<file path="src/rtl/bpr_pkg.sv">
// Purpose: Shared constants and carriers for the breakpoint status unit
// Assumes: One retired-instruction event per core_clk cycle at most
// Notes:   Four address slots, 32-bit linear addresses
package bpr_pkg;

    localparam int          BPR_SLOTS      = 4;
    localparam int          BPR_ADDR_W     = 32;
    localparam int          BPR_PAGE_W     = 12;
    localparam logic [12:0] BPR_PAGE_BYTES = 13'h1000;

    // Access-type field encodings
    localparam logic [1:0]  BPR_TYPE_EXEC  = 2'h0;
    localparam logic [1:0]  BPR_TYPE_WRITE = 2'h1;
    localparam logic [1:0]  BPR_TYPE_IO    = 2'h2;
    localparam logic [1:0]  BPR_TYPE_RW    = 2'h3;

    // Reset values
    localparam logic [3:0]  BPR_MATCH_RST  = 4'h0;
    localparam logic        BPR_FLAG_RST   = 1'b0;
    localparam logic [31:0] BPR_ADDR_RST   = 32'h0000_0000;

    typedef struct packed {
        logic [3:0]      task_local_enables;
        logic [3:0]      global_enables;
        logic [3:0][1:0] access_type_field;
        logic            general_detect_arm;
    } bpr_ctrl_t;

    typedef struct packed {
        logic       protection_fault_flag;
        logic [3:0] slot_match_flags;
    } bpr_status_t;

    // One retired instruction as seen by the debug unit
    typedef struct packed {
        logic        valid;
        logic [31:0] fetch_addr;
        logic        fetch_page_fault;
        logic        stack_segment_load;
        logic        soft_interrupt;
        logic        debug_reg_access;
        logic        data_valid;
        logic        data_write;
        logic [31:0] data_addr;
        logic [3:0]  data_len;
        logic        ad_bit_update;
    } bpr_insn_t;

endpackage

</file>
<file path="src/rtl/bpr_slot_match.sv">
// Purpose: Address and type compare for one breakpoint slot
// Assumes: Exact address compare, length bits not modelled
// Notes:   Pure combinational, instantiated once per slot
`timescale 1ns/10ps
module bpr_slot_match
    import bpr_pkg::*;
(
    input  wire logic [31:0] slot_addr,
    input  wire logic [1:0]  slot_type,
    input  wire logic        local_en,
    input  wire logic        global_en,
    input  wire logic [31:0] fetch_addr,
    input  wire logic        data_valid,
    input  wire logic        data_write,
    input  wire logic [31:0] data_addr,
    output logic             slot_enabled,
    output logic             code_hit,
    output logic             data_hit
);
    wire data_type_ok = (slot_type == BPR_TYPE_RW) || ((slot_type == BPR_TYPE_WRITE) && data_write);

    assign slot_enabled = local_en | global_en;
    assign code_hit     = (slot_type == BPR_TYPE_EXEC) && (slot_addr == fetch_addr);
    assign data_hit     = data_valid && data_type_ok && (slot_addr == data_addr);
endmodule

</file>
<file path="src/rtl/bpr_unit.sv">
// Purpose: Breakpoint matching and sticky debug status reporting
// Assumes: insn carries one retired instruction per valid cycle
// Notes:   All outputs registered; report pulses are one cycle
`timescale 1ns/10ps
module bpr_unit
    import bpr_pkg::*;
(
    input  wire logic        core_clk,
    input  wire logic        rst,
    input  wire logic        ctrl_wr,
    input  wire bpr_ctrl_t   ctrl_wdata,
    input  wire logic [3:0]  slot_addr_wr,
    input  wire logic [31:0] slot_addr_wdata,
    input  wire bpr_status_t status_clr,
    input  wire bpr_insn_t   insn,
    input  wire logic        management_interrupt,
    output bpr_ctrl_t        debug_control_reg,
    output bpr_status_t      debug_status_reg,
    output logic             instr_bp_fault,
    output logic             data_bp_report,
    output logic             repeat_report,
    output logic             gd_fault,
    output logic             mgmt_service
);
    ////////////////////////////////////////////////////////////////////////////
    logic [31:0]      breakpoint_address_slots [BPR_SLOTS];
    logic [3:0]       pend_mask;
    logic             pend_valid;
    logic [3:0]       slot_en;
    logic [3:0]       code_hit;
    logic [3:0]       data_hit;

    genvar g;
    generate
        for (g = 0; g < BPR_SLOTS; g++) begin : g_slot
            bpr_slot_match u_match (
                .slot_addr    (breakpoint_address_slots[g]),
                .slot_type    (debug_control_reg.access_type_field[g]),
                .local_en     (debug_control_reg.task_local_enables[g]),
                .global_en    (debug_control_reg.global_enables[g]),
                .fetch_addr   (insn.fetch_addr),
                .data_valid   (insn.data_valid),
                .data_write   (insn.data_write),
                .data_addr    (insn.data_addr),
                .slot_enabled (slot_en[g]),
                .code_hit     (code_hit[g]),
                .data_hit     (data_hit[g])
            );
            always_ff @(posedge core_clk) begin
                if (rst) begin
                    breakpoint_address_slots[g] <= BPR_ADDR_RST;
                end else if (slot_addr_wr[g]) begin
                    breakpoint_address_slots[g] <= slot_addr_wdata;
                end
            end
        end
    endgenerate

    ////////////////////////////////////////////////////////////////////////////
    // Match decoding
    wire        any_en       = |slot_en;
    wire [3:0]  flag_gate    = slot_en | {4{any_en}};
    wire [3:0]  code_flags   = insn.valid ? (code_hit & flag_gate) : 4'h0;
    wire [3:0]  data_flags   = insn.valid ? (data_hit & flag_gate) : 4'h0;
    wire        code_on      = |(code_hit & slot_en);
    wire        code_pf      = insn.fetch_page_fault & any_en & (|(code_hit & ~slot_en));
    wire        code_fault   = insn.valid & (code_on | code_pf);
    wire        data_fire    = insn.valid & (|(data_hit & slot_en));
    wire        data_now     = data_fire & ~insn.stack_segment_load;
    wire        ss_capture   = data_fire & insn.stack_segment_load;

    // Follow-on instruction after a stack-segment load
    wire        follow       = insn.valid & pend_valid;
    wire [12:0] store_end    = {1'b0, insn.data_addr[BPR_PAGE_W-1:0]} + {9'h000, insn.data_len};
    wire        page_cross   = store_end > BPR_PAGE_BYTES;
    wire        store_drop   = insn.data_valid & insn.data_write & (page_cross | insn.ad_bit_update);
    wire        gd_hit       = insn.valid & insn.debug_reg_access & debug_control_reg.general_detect_arm;
    wire        soft_clear   = follow & insn.soft_interrupt;
    wire        pend_report  = follow & ~store_drop & ~insn.soft_interrupt & ~gd_hit;
    wire        data_any     = data_now | pend_report;
    wire        mgmt_win     = management_interrupt & data_any;
    wire        data_out     = data_any & ~management_interrupt;
    wire [3:0]  pend_flags   = (pend_report & ~management_interrupt) ? pend_mask : 4'h0;
    wire [3:0]  now_flags    = management_interrupt ? 4'h0 : data_flags;
    wire [3:0]  gd_mask      = (follow & gd_hit) ? 4'h0 : 4'hF;
    wire [3:0]  set_mask     = (code_flags | (ss_capture ? 4'h0 : now_flags) | pend_flags) & gd_mask;
    wire [3:0]  keep_mask    = soft_clear ? 4'h0 : ~status_clr.slot_match_flags;
    wire [3:0]  next_match   = (debug_status_reg.slot_match_flags & keep_mask) | set_mask;
    wire        next_prot    = (debug_status_reg.protection_fault_flag & ~status_clr.protection_fault_flag)
                               | gd_hit;
    wire        dbl_report   = insn.valid & insn.debug_reg_access & (code_fault | data_out);

    ////////////////////////////////////////////////////////////////////////////
    always_ff @(posedge core_clk) begin
        if (rst) begin
            debug_control_reg <= '0;
        end else if (ctrl_wr) begin
            debug_control_reg <= ctrl_wdata;
        end
    end

    always_ff @(posedge core_clk) begin
        if (rst) begin
            pend_valid <= BPR_FLAG_RST;
            pend_mask  <= BPR_MATCH_RST;
        end else if (insn.valid) begin
            pend_valid <= ss_capture;
            pend_mask  <= data_flags;
        end
    end

    always_ff @(posedge core_clk) begin
        if (rst) begin
            debug_status_reg <= '0;
            instr_bp_fault   <= BPR_FLAG_RST;
            data_bp_report   <= BPR_FLAG_RST;
            repeat_report    <= BPR_FLAG_RST;
            gd_fault         <= BPR_FLAG_RST;
            mgmt_service     <= BPR_FLAG_RST;
        end else begin
            debug_status_reg.slot_match_flags      <= next_match;
            debug_status_reg.protection_fault_flag <= next_prot;
            instr_bp_fault <= code_fault;
            data_bp_report <= data_out;
            repeat_report  <= dbl_report;
            gd_fault       <= gd_hit;
            mgmt_service   <= mgmt_win;
        end
    end
endmodule

</file>
<file path="config.mk">
export PLATFORM = sky130hd
export DESIGN_NAME = bpr_unit
export DESIGN_NICKNAME = d
export VERILOG_FILES = /design/src/rtl/bpr_pkg.sv /design/src/rtl/bpr_slot_match.sv /design/src/rtl/bpr_unit.sv
export SDC_FILE = /design/constraint.sdc
export NUM_CORES = 1
export LEC_CHECK = 0
export BUFFER_PORTS_ARGS = -buffer_cell sky130_fd_sc_hd__buf_2
export CAP_MARGIN = 20
export CORE_AREA = 5 5 173 175
export DETAILED_ROUTE_END_ITERATION = 10
export DIE_AREA = 0 0 178 180
export PLACE_DENSITY = 0.65
export SLEW_MARGIN = 20
export SYNTH_ARGS = -nofsm -noshare
export SYNTH_HDL_FRONTEND = slang
export SYNTH_SLANG_ARGS = --single-unit
</file>
<file path="constraint.sdc">
create_clock -name core_clk -period 6.12 [get_ports core_clk]
set_input_delay 0.306 -clock core_clk [delete_from_list [all_inputs] [get_ports core_clk]]
set_output_delay 0.306 -clock core_clk [all_outputs]
set_load 0.1 [all_outputs]
</file>
==> results of run 1 <==
[through the flow]
step           utilization, %  instance area, um^2
2_1_floorplan               -                 9930
4_1_cts                  40.7                11500
6_report                 40.7                11500
3_5_place_dp             38.8                11000
3_3_place_gp             38.8                11000
5_1_grt                  40.7                11500
[cells by family (layout without fill, tap and decap cells)]
kind of cell | after synthesis | count (layout) | synth area share (%)
compound gates | 47 | 47 | 3.69
buf+inv | 69 | 210 | 3.18
fa+ha+maj | 5 | 5 | 0.706
simple gates | 390 | 390 | 23.3
other cells | 0 | 1 | 0
xor+xnor | 252 | 252 | 22.2
flops | 160 | 160 | 45.2
mux | 17 | 17 | 1.71
[final cells by class]
class	instances	area, um^2	share of cell area (%)
antenna	1	2.50	0.0217
timing repair buffer	169	858	7.44
sequential	160	4480	38.9
clock buffer	17	425	3.69
inverter	9	33.8	0.293
tap	384	480	4.17
clock inverter	15	124	1.07
multi-input combinational	711	5130	44.4
[routing by layer]
metal	global-route usage, %	vias up	wire (um)
met5	0	-	17
met4	6.78	2	986
met3	5.21	57	3160
met2	36.0	390	17200
met1	30.3	3782	15500
li1	-	3547	-
[worst max-delay path, cell delays in order, from the launching register on]
cell and delay [ns]:
edfxtp_1 0.42, xor2_1 0.17, nor4_1 0.76, nand4_1 0.31, nor4_1 0.34, o41ai_1 0.18
and2_1 0.21, a221o_1 0.31
[power groups by stage]
stage                     clock network [mW]  logic, mW  registers (mW)
after floorplan                            0      0.345            1.37
after global placement                     0      0.593            1.37
after detailed placement                   0      0.593            1.37
after CTS                               1.03      0.596            1.35
after global routing                    1.08      0.633            1.36
final                                   1.03      0.604            1.35
[cells in the final DEF, fill, tap and decap left out, drive strengths merged, types with 18 or more instances in the layout]
cell	count
and2	132
buf	169
dfxtp	32
edfxtp	128
nand2	23
nand4	39
nor2	43
nor2b	20
nor3	18
nor4	65
xnor2	122
xor2	130
[final timing paths]
kind | depth (start not counted) | start | endpoint | slack, ns
max | 7 | breakpoint_address_slots[1][24]$_SDFFCE_PN0P_ | debug_status_reg[3]$_SDFF_PP0_ | 3.32
min | 3 | ctrl_wdata[3] | debug_control_reg[3]$_SDFFE_PP0P_ | 0.1
max reg2reg | 7 | breakpoint_address_slots[1][24]$_SDFFCE_PN0P_ | debug_status_reg[3]$_SDFF_PP0_ | 3.32
min reg2reg | 2 | pend_mask[0]$_SDFFE_PP0P_ | pend_mask[0]$_SDFFE_PP0P_ | 0.47
==> flow_metrics.tcl, run 1 <==
set metrics [dict create \
    hold_viol 0 \
    min_period_ns 2.80 \
    layout_setup_ws_ns 3.32 \
    status "finished clean" \
    fin_total_pwr_mw 2.98 \
    path_class "flop to flop" \
    ios 165 \
    synth_top_flop_cell "edfxtp_1" \
    gp_congestion 1.03 \
    synth_edf_count 128 \
    ys_seq_area_share_pct 45.2 \
    netlist_instances 940 \
    preCtsSetupSlack_ns 3.18 \
    syn_area_mm2 0.00993 \
    power.density_mw_per_mm2 259 \
    path_max_fanout 3 \
    slew_viol_final 0 \
    ys_seq_elements 160 \
    h-tree-depth 4 \
    die-area_mm2 0.0320 \
    final.fill_count 2756 \
    grt_pass1_wl_um 52000 \
    numPortBuffers 164 \
    dp.cells 1433 \
    cts.sinks 160 \
    wire_per_inst_um 25.2 \
    drtIter0Drc 806 \
    clk_latency_ns 0.45 \
    ys_top_cells_by_area "edfxtp_1 39%, xor2_1 11%, xnor2_1 11%, and2_1 8.3%, dfxtp_1 6.5%" \
    hold_buffers 0 \
    hp-class "primary input to flop" \
    first_pass_iters 5 \
    power_frac_seq_pct 45.2 \
    vias_per_cell 5.31 \
    yosys-top-cells-count "132 x and2_1, 130 x xor2_1, 128 x edfxtp_1" \
    rsz0062_at_grt "false" \
    worst_slew_pin_slew_ns 0.967 \
    syn_area_per_cell_um2 10.6 \
    area_growth_pct 16.2 \
    grt-ovfl-total 0 \
    maxClockFrequency_mhz 357 \
    finClkSkew_ns 0.0100 \
    grt_usage_pct 22.5 \
    cts_tree "built" \
    setup_viol 0 \
    yosys.area.top_type_share_pct 38.7 \
    combinationalPowerShare_pct 20.2 \
    drive_above_1_share_pct 20.4 \
    yosysMostFrequentCell "and2_1" \
    whs_ns 0.0989 \
    nNetsFinal 1211 \
    cts_max_path_buffers 2 \
    syn_nets 1083 \
    swShare_pct 32.9 \
    start_kind "flop" \
    slew_headroom_pct 35.5 \
    internal-power_mw 2.00 \
    cap_violations 0 \
    p_leak_nw 4.41 \
    clockPowerShare_pct 34.6 \
    grt_max_degree 40 \
    antenna_found_initial 2 \
    worstPathRequired_ns 6.45 \
    die_y_um 180 \
    largest_reg_flops 128 \
    async_flop_share_pct 0 \
    die_w_um 178 \
    initial_utilization_pct 35.1 \
    ant_nets 0 \
    synth.distinct_cells 54 \
    postCtsResizedCells 0 \
    finalSetupTns_ns 0 \
    cts_buffers 17 \
    path_clk_slew_ns 0.07 \
    drcViolationCount 0 \
    core-area_mm2 0.0283 \
    crit_arrival_ns 3.14 \
    dp_hpwl_um 29900 \
    vdd_drop_max_v 0.000158 \
    cts_root_buffer "clkbuf_16" \
    end_kind "flop" \
    synth_area_leader_cell "edfxtp_1" \
    ys_warn_count 0 \
    period_share_pct 45.8 \
    routed_wl_um 36900 \
    via_count 7778 \
    grt_pass1_vias 7744 \
    rows 62 \
    p_sw_mw 0.983 \
    cts_setup_buffers 0 \
    fin_cells 1466 \
]
No activity file was read; power rests on OpenSTA's default activity.
==> run 2: changes to the inputs <==
--- a/config.mk
+++ b/config.mk
@@ -10,7 +10,7 @@
 export CORE_AREA = 5 5 173 175
 export DETAILED_ROUTE_END_ITERATION = 10
 export DIE_AREA = 0 0 178 180
-export PLACE_DENSITY = 0.65
+export PLACE_DENSITY = 0.67
 export SLEW_MARGIN = 20
 export SYNTH_ARGS = -nofsm -noshare
 export SYNTH_HDL_FRONTEND = slang
==> constraint.sdc (replaced) <==
create_clock -name core_clk -period 2.3 [get_ports core_clk]
set_input_delay 0.115 -clock core_clk [delete_from_list [all_inputs] [get_ports core_clk]]
set_output_delay 0.115 -clock core_clk [all_outputs]
set_load 0.1 [all_outputs]
==> run 2 against run 1 <==
Compared with the run above: the run now ends with setup timing left; wire length is 3.0% higher; core utilization increased by 4.3 points; total power rose to 2.8 times the previous value; cell count rose by 7.5%; via count grew 4.5%; setup slack got worse by 3.3 ns.
==> flow_metrics.tcl, run 2 (synthesis results as in run 1) <==
set metrics [dict create \
    maxClockFrequency_mhz 429 \
    status "finished, violations left" \
    hp-class "primary input to flop" \
    min_period_ns 2.33 \
    cts.sinks 160 \
    cts_buffers 17 \
    final_common_cell "buf_2" \
    vias_per_cell 5.16 \
    cap_violations 0 \
    largest_reg_flops 128 \
    initial_utilization_pct 35.1 \
    setup_viol 2 \
    crit_path_cell_trace "xor2_1 > nor4_1 > buf_4 > nand4_1 > nor4_2 > o41ai_2 > and2_1 > a221o_1" \
    cts_max_path_buffers 2 \
    antenna_found_initial 0 \
    clk_latency_ns 0.43 \
    worst_slew_pin_slew_ns 0.623 \
    path_max_fanout 3 \
    r2r_cells 8 \
    gp_congestion 0.994 \
    vdd_drop_max_v 0.000418 \
    numPortBuffers 164 \
    h-tree-depth 4 \
    layout_setup_ws_ns -0.0322 \
    violations "setup timing" \
    die_w_um 178 \
    drcViolationCount 0 \
    path_class "flop to flop" \
    area_growth_pct 28.6 \
    power.density_mw_per_mm2 654 \
    cts_tree "built" \
    via_count 8128 \
    finClkSkew_ns 0.00937 \
    die_y_um 180 \
    routed_wl_um 38000 \
    drive_above_1_share_pct 26.8 \
    grt-ovfl-total 0 \
    core-area_mm2 0.0283 \
    slew_viol_final 0 \
    path_clk_slew_ns 0.06 \
    rsz0062_at_grt "true" \
    fin_util_pct 45.1 \
    grt_pass1_wl_um 53700 \
    min_path_cells 2 \
    worstPathRequired_ns 2.62 \
    end_kind "flop" \
    die-area_mm2 0.0320 \
    grt_usage_pct 23.2 \
    first_pass_iters 5 \
    cts_root_buffer "clkbuf_16" \
    wire_per_inst_um 24.1 \
    hold_viol 0 \
    nNetsFinal 1323 \
    grt_max_degree 33 \
    dp_hpwl_um 30700 \
    ios 165 \
    grt_pass1_vias 8149 \
    slowest_delay_ns 0.42 \
    drtIter0Drc 707 \
    rows 62 \
    start_kind "flop" \
    p_leak_nw 5.01 \
    slowest_stage "edfxtp_1" \
    crit_arrival_ns 2.65 \
    diodes 0 \
    final_cell_mix "164 x buf_2, 132 x and2_1, 128 x edfxtp_1" \
    whs_ns 0.00636 \
    preCtsSetupSlack_ns -0.267 \
    period_share_pct 101 \
    slew_headroom_pct 58.5 \
    ant_nets 0 \
]
[run 2: layout make-up]
type	count	area (um^2)
Timing Repair Buffer	281	1850
Clock inverter	10	138
Fill cell	2669	15600
Clock buffer	21	440
Sequential cell	160	4500
Tap cell	384	480
Multi-Input combinational cell	711	5330
Inverter	9	33.8
[run 2: through the flow]
stage	area [um^2]	setup TNS, ns	total power, mW	cells
after global placement	11500	-1.27	5.36	1496
after detailed placement	11500	-1.30	5.37	1496
final	12800	-0.0480	8.35	1576
after floorplan	9940	-0.0174	4.55	940
after CTS	12600	0	8.30	1571
after global routing	12800	-0.579	8.60	1576
[run 2: worst max-delay path: cells and delay by family, from the launching register on]
| family | cells | cell delay (ns) |
|---|---|---|
| XOR/XNOR | 1 | 0.16 |
| flip-flops | 1 | 0.42 |
| AO/OA/AOI/OAI | 2 | 0.44 |
| buffers and inverters | 1 | 0.20 |
| AND/OR/NAND/NOR | 4 | 0.98 |
[run 2: repair_timing]
| item | CTS | global route |
|---|---|---|
| setup buffers | 0 | 5 |
| endpoints found under the hold margin | 93 | 0 |
| gates resized for setup | 8 | 23 |
| hold buffers | 44 | 0 |
| endpoints found under the setup margin | 3 | 9 |
| pin swaps | 8 | 11 |
[run 2: final timing paths]
kind / from / end / slack [ns]
worst min-delay path: slot_addr_wdata[29] / breakpoint_address_slots[2][29]$_SDFFCE_PN0P_ / 0.006
worst max-delay path: breakpoint_address_slots[1][19]$_SDFFCE_PN0P_ / debug_status_reg[1]$_SDFF_PP0_ / -0.03
worst max register to register: breakpoint_address_slots[1][19]$_SDFFCE_PN0P_ / debug_status_reg[1]$_SDFF_PP0_ / -0.03
worst min register to register: pend_mask[0]$_SDFFE_PP0P_ / pend_mask[0]$_SDFFE_PP0P_ / 0.47
[run 2: where the power goes]
part / internal [mW] / switching [mW] / leakage, nW / total (mW)
clock: 1.70 / 1.19 / 0.279 / 2.89
sequential: 3.36 / 0.208 / 1.64 / 3.57
combinational: 0.736 / 1.15 / 3.09 / 1.89
total: 5.79 / 2.55 / 5.01 / 8.35
[run 2: routing by layer]
layer / GRT usage [%] / routed length, um / vias up
met4: 7.74 / 1170 / 0
met1: 31.4 / 16000 / 3926
met2: 37.3 / 17900 / 380
met3: 4.66 / 2930 / 55
met5: 0 / 0 / -
li1: - / - / 3767
==> run 3: changes to the inputs <==
--- a/config.mk
+++ b/config.mk
@@ -5,12 +5,12 @@
 export SDC_FILE = /design/constraint.sdc
 export NUM_CORES = 1
 export LEC_CHECK = 0
+export ABC_AREA = 1
 export BUFFER_PORTS_ARGS = -buffer_cell sky130_fd_sc_hd__buf_2
 export CAP_MARGIN = 20
-export CORE_AREA = 5 5 173 175
+export CORE_AREA = 5 5 176 178
 export DETAILED_ROUTE_END_ITERATION = 10
-export DIE_AREA = 0 0 178 180
-export PLACE_DENSITY = 0.67
+export DIE_AREA = 0 0 181 183
 export SLEW_MARGIN = 20
 export SYNTH_ARGS = -nofsm -noshare
 export SYNTH_HDL_FRONTEND = slang
==> run 3 against run 2 <==
Compared with the run above: critical path depth increased by 1; flip-flop and latch count did not move; clock power down 2%; core utilization decreased by 2.7 points; critical endpoint is now debug_status_reg[0]$_SDFF_PP0_; hold slack better by 0.013 ns; the run now ends clean; sequential power is essentially flat.
==> flow_metrics.tcl, run 3 <==
set metrics [dict create \
    rsz0062_at_grt "false" \
    numPortBuffers 164 \
    via_count 9673 \
    yosys.area.top_type_share_pct 37.4 \
    core-area_mm2 0.0292 \
    yosys-top-cells-count "384 x nand2_1, 287 x nor2_1, 196 x inv_1" \
    start_kind "flop" \
    ys_warn_count 0 \
    syn_nets 1553 \
    nNetsFinal 1738 \
    yosysMostFrequentCell "nand2_1" \
    cap_violations 0 \
    synth_top_flop_cell "edfxtp_1" \
    clk_latency_ns 0.43 \
    dp_hpwl_um 27600 \
    slew_viol_final 0 \
    h-tree-depth 4 \
    maxClockFrequency_mhz 482 \
    netlist_instances 1410 \
    area_growth_pct 20.5 \
    power.density_mw_per_mm2 642 \
    hold_viol 0 \
    syn_area_mm2 0.0103 \
    diodes 0 \
    cts_tree "built" \
    r2r_cells 9 \
    grt_max_degree 33 \
    synth_area_leader_cell "edfxtp_1" \
    min_path_cells 3 \
    drtIter0Drc 864 \
    syn_area_per_cell_um2 7.29 \
    first_pass_iters 5 \
    whs_ns 0.0197 \
    async_flop_share_pct 0 \
    crit_arrival_ns 2.45 \
    ant_nets 0 \
    drcViolationCount 0 \
    drive_above_1_share_pct 16.3 \
    period_share_pct 90.3 \
    cts_root_buffer "clkbuf_16" \
    setup_viol 0 \
    p_leak_nw 5.82 \
    grt_pass1_wl_um 54600 \
    ys_seq_elements 160 \
    antenna_found_initial 1 \
    finalSetupTns_ns 0 \
    end_kind "flop" \
    path_clk_slew_ns 0.07 \
    path_class "flop to flop" \
    finClkSkew_ns 0.00927 \
    hp-class "primary input to flop" \
    die-area_mm2 0.0331 \
    die_w_um 181 \
    synth.distinct_cells 40 \
    initial_utilization_pct 35.2 \
    ys_seq_area_share_pct 43.6 \
    cts_buffers 17 \
    die_y_um 183 \
    cts.sinks 160 \
    grt_usage_pct 21.2 \
    routed_wl_um 35400 \
    vdd_drop_max_v 0.000521 \
    cts_max_path_buffers 2 \
    status "finished clean" \
    final_cell_mix "384 x nand2_1, 287 x nor2_1, 196 x inv_1" \
    ys_top_cells_by_area "edfxtp_1 37%, nand2_1 14%, nor2_1 10%, inv_1 7.2%, dfxtp_1 6.2%" \
    grt_pass1_vias 9531 \
    wire_per_inst_um 17.7 \
    worstPathRequired_ns 2.67 \
    gp_congestion 0.938 \
    vias_per_cell 4.84 \
    worst_slew_pin_slew_ns 0.592 \
    slew_headroom_pct 60.2 \
    min_period_ns 2.08 \
    path_max_fanout 4 \
    rows 63 \
    ios 165 \
    synth_edf_count 128 \
    final_common_cell "nand2_1" \
    grt-ovfl-total 0 \
    largest_reg_flops 128 \
]
[run 3: metrics by stage]
step                instances  util, %  setup slack (ns)  power, mW  instance area, um^2
finish                   1998     42.4             0.224       7.95                12400
global route             1998     42.4            0.0328       8.29                12400
CTS                      1998     42.4             0.175       7.97                12400
detailed placement       1941     39.5            0.0588       5.14                11600
global placement         1941     39.5             0.107       5.13                11600
floorplan                1410        -            0.0920       4.55                10300
[run 3: layout make-up]
cell class	instances	area (um^2)
timing repair buffer	206	1260
fill	3018	16800
inverter	207	777
clock inverter	13	139
clock buffer	19	433
tap	390	488
multi-input combinational	1003	4810
sequential	160	4480
[run 3: repair_timing]
| item | in CTS | in global routing |
|---|---|---|
| endpoints found under the hold margin | 25 | 0 |
| hold buffers | 25 | 0 |
| buffers inserted | 0 | 0 |
| setup endpoints to repair | 0 | 3 |
| resized for setup | 0 | 1 |
[run 3: report_power, final]
part	internal, mW	leakage, nW	switching (mW)
combinational	0.531	3.91	1.06
clock	1.60	0.266	1.22
sequential	3.36	1.64	0.182
[run 3: logic make-up after synthesis]
group,count (synthesis),share of synthesized area [%]
adder cells (fa/ha/maj),5,0.681
XOR/XNOR,83,7.07
AND/OR/NAND/NOR,811,32.6
AO/OA/AOI/OAI,104,6.42
flip-flops,160,43.6
buffers and inverters,247,9.65
[run 3: worst max-delay path, cell delays in order, from the launching register on]
cell      delay, ns
edfxtp_1       0.44
nand2_1        0.10
nand4_1        0.12
nor4_1         0.47
nand4_1        0.23
nor2_1         0.21
nand3_1        0.13
nand3_1        0.13
nand2_1        0.07
a21oi_2        0.10
[run 3: routing by layer]
| layer | vias up | GRT usage, % | share of wire, % |
|---|---|---|---|
| met1 | 4455 | 30.0 | 47 |
| met4 | 2 | 5.91 | 2.1 |
| met5 | - | 0 | 0.037 |
| met2 | 338 | 33.6 | 45 |
| li1 | 4835 | - | - |
| met3 | 43 | 3.85 | 6.0 |
[run 3: worst paths after layout]
check	slack [ns]	to	start
worst min-delay path	0.02	breakpoint_address_slots[3][28]$_SDFFCE_PN0P_	slot_addr_wdata[28]
worst max register to register	0.22	debug_status_reg[0]$_SDFF_PP0_	breakpoint_address_slots[0][25]$_SDFFCE_PN0P_
worst min register to register	0.48	pend_mask[0]$_SDFFE_PP0P_	pend_mask[0]$_SDFFE_PP0P_
worst max-delay path	0.22	debug_status_reg[0]$_SDFF_PP0_	breakpoint_address_slots[0][25]$_SDFFCE_PN0P_
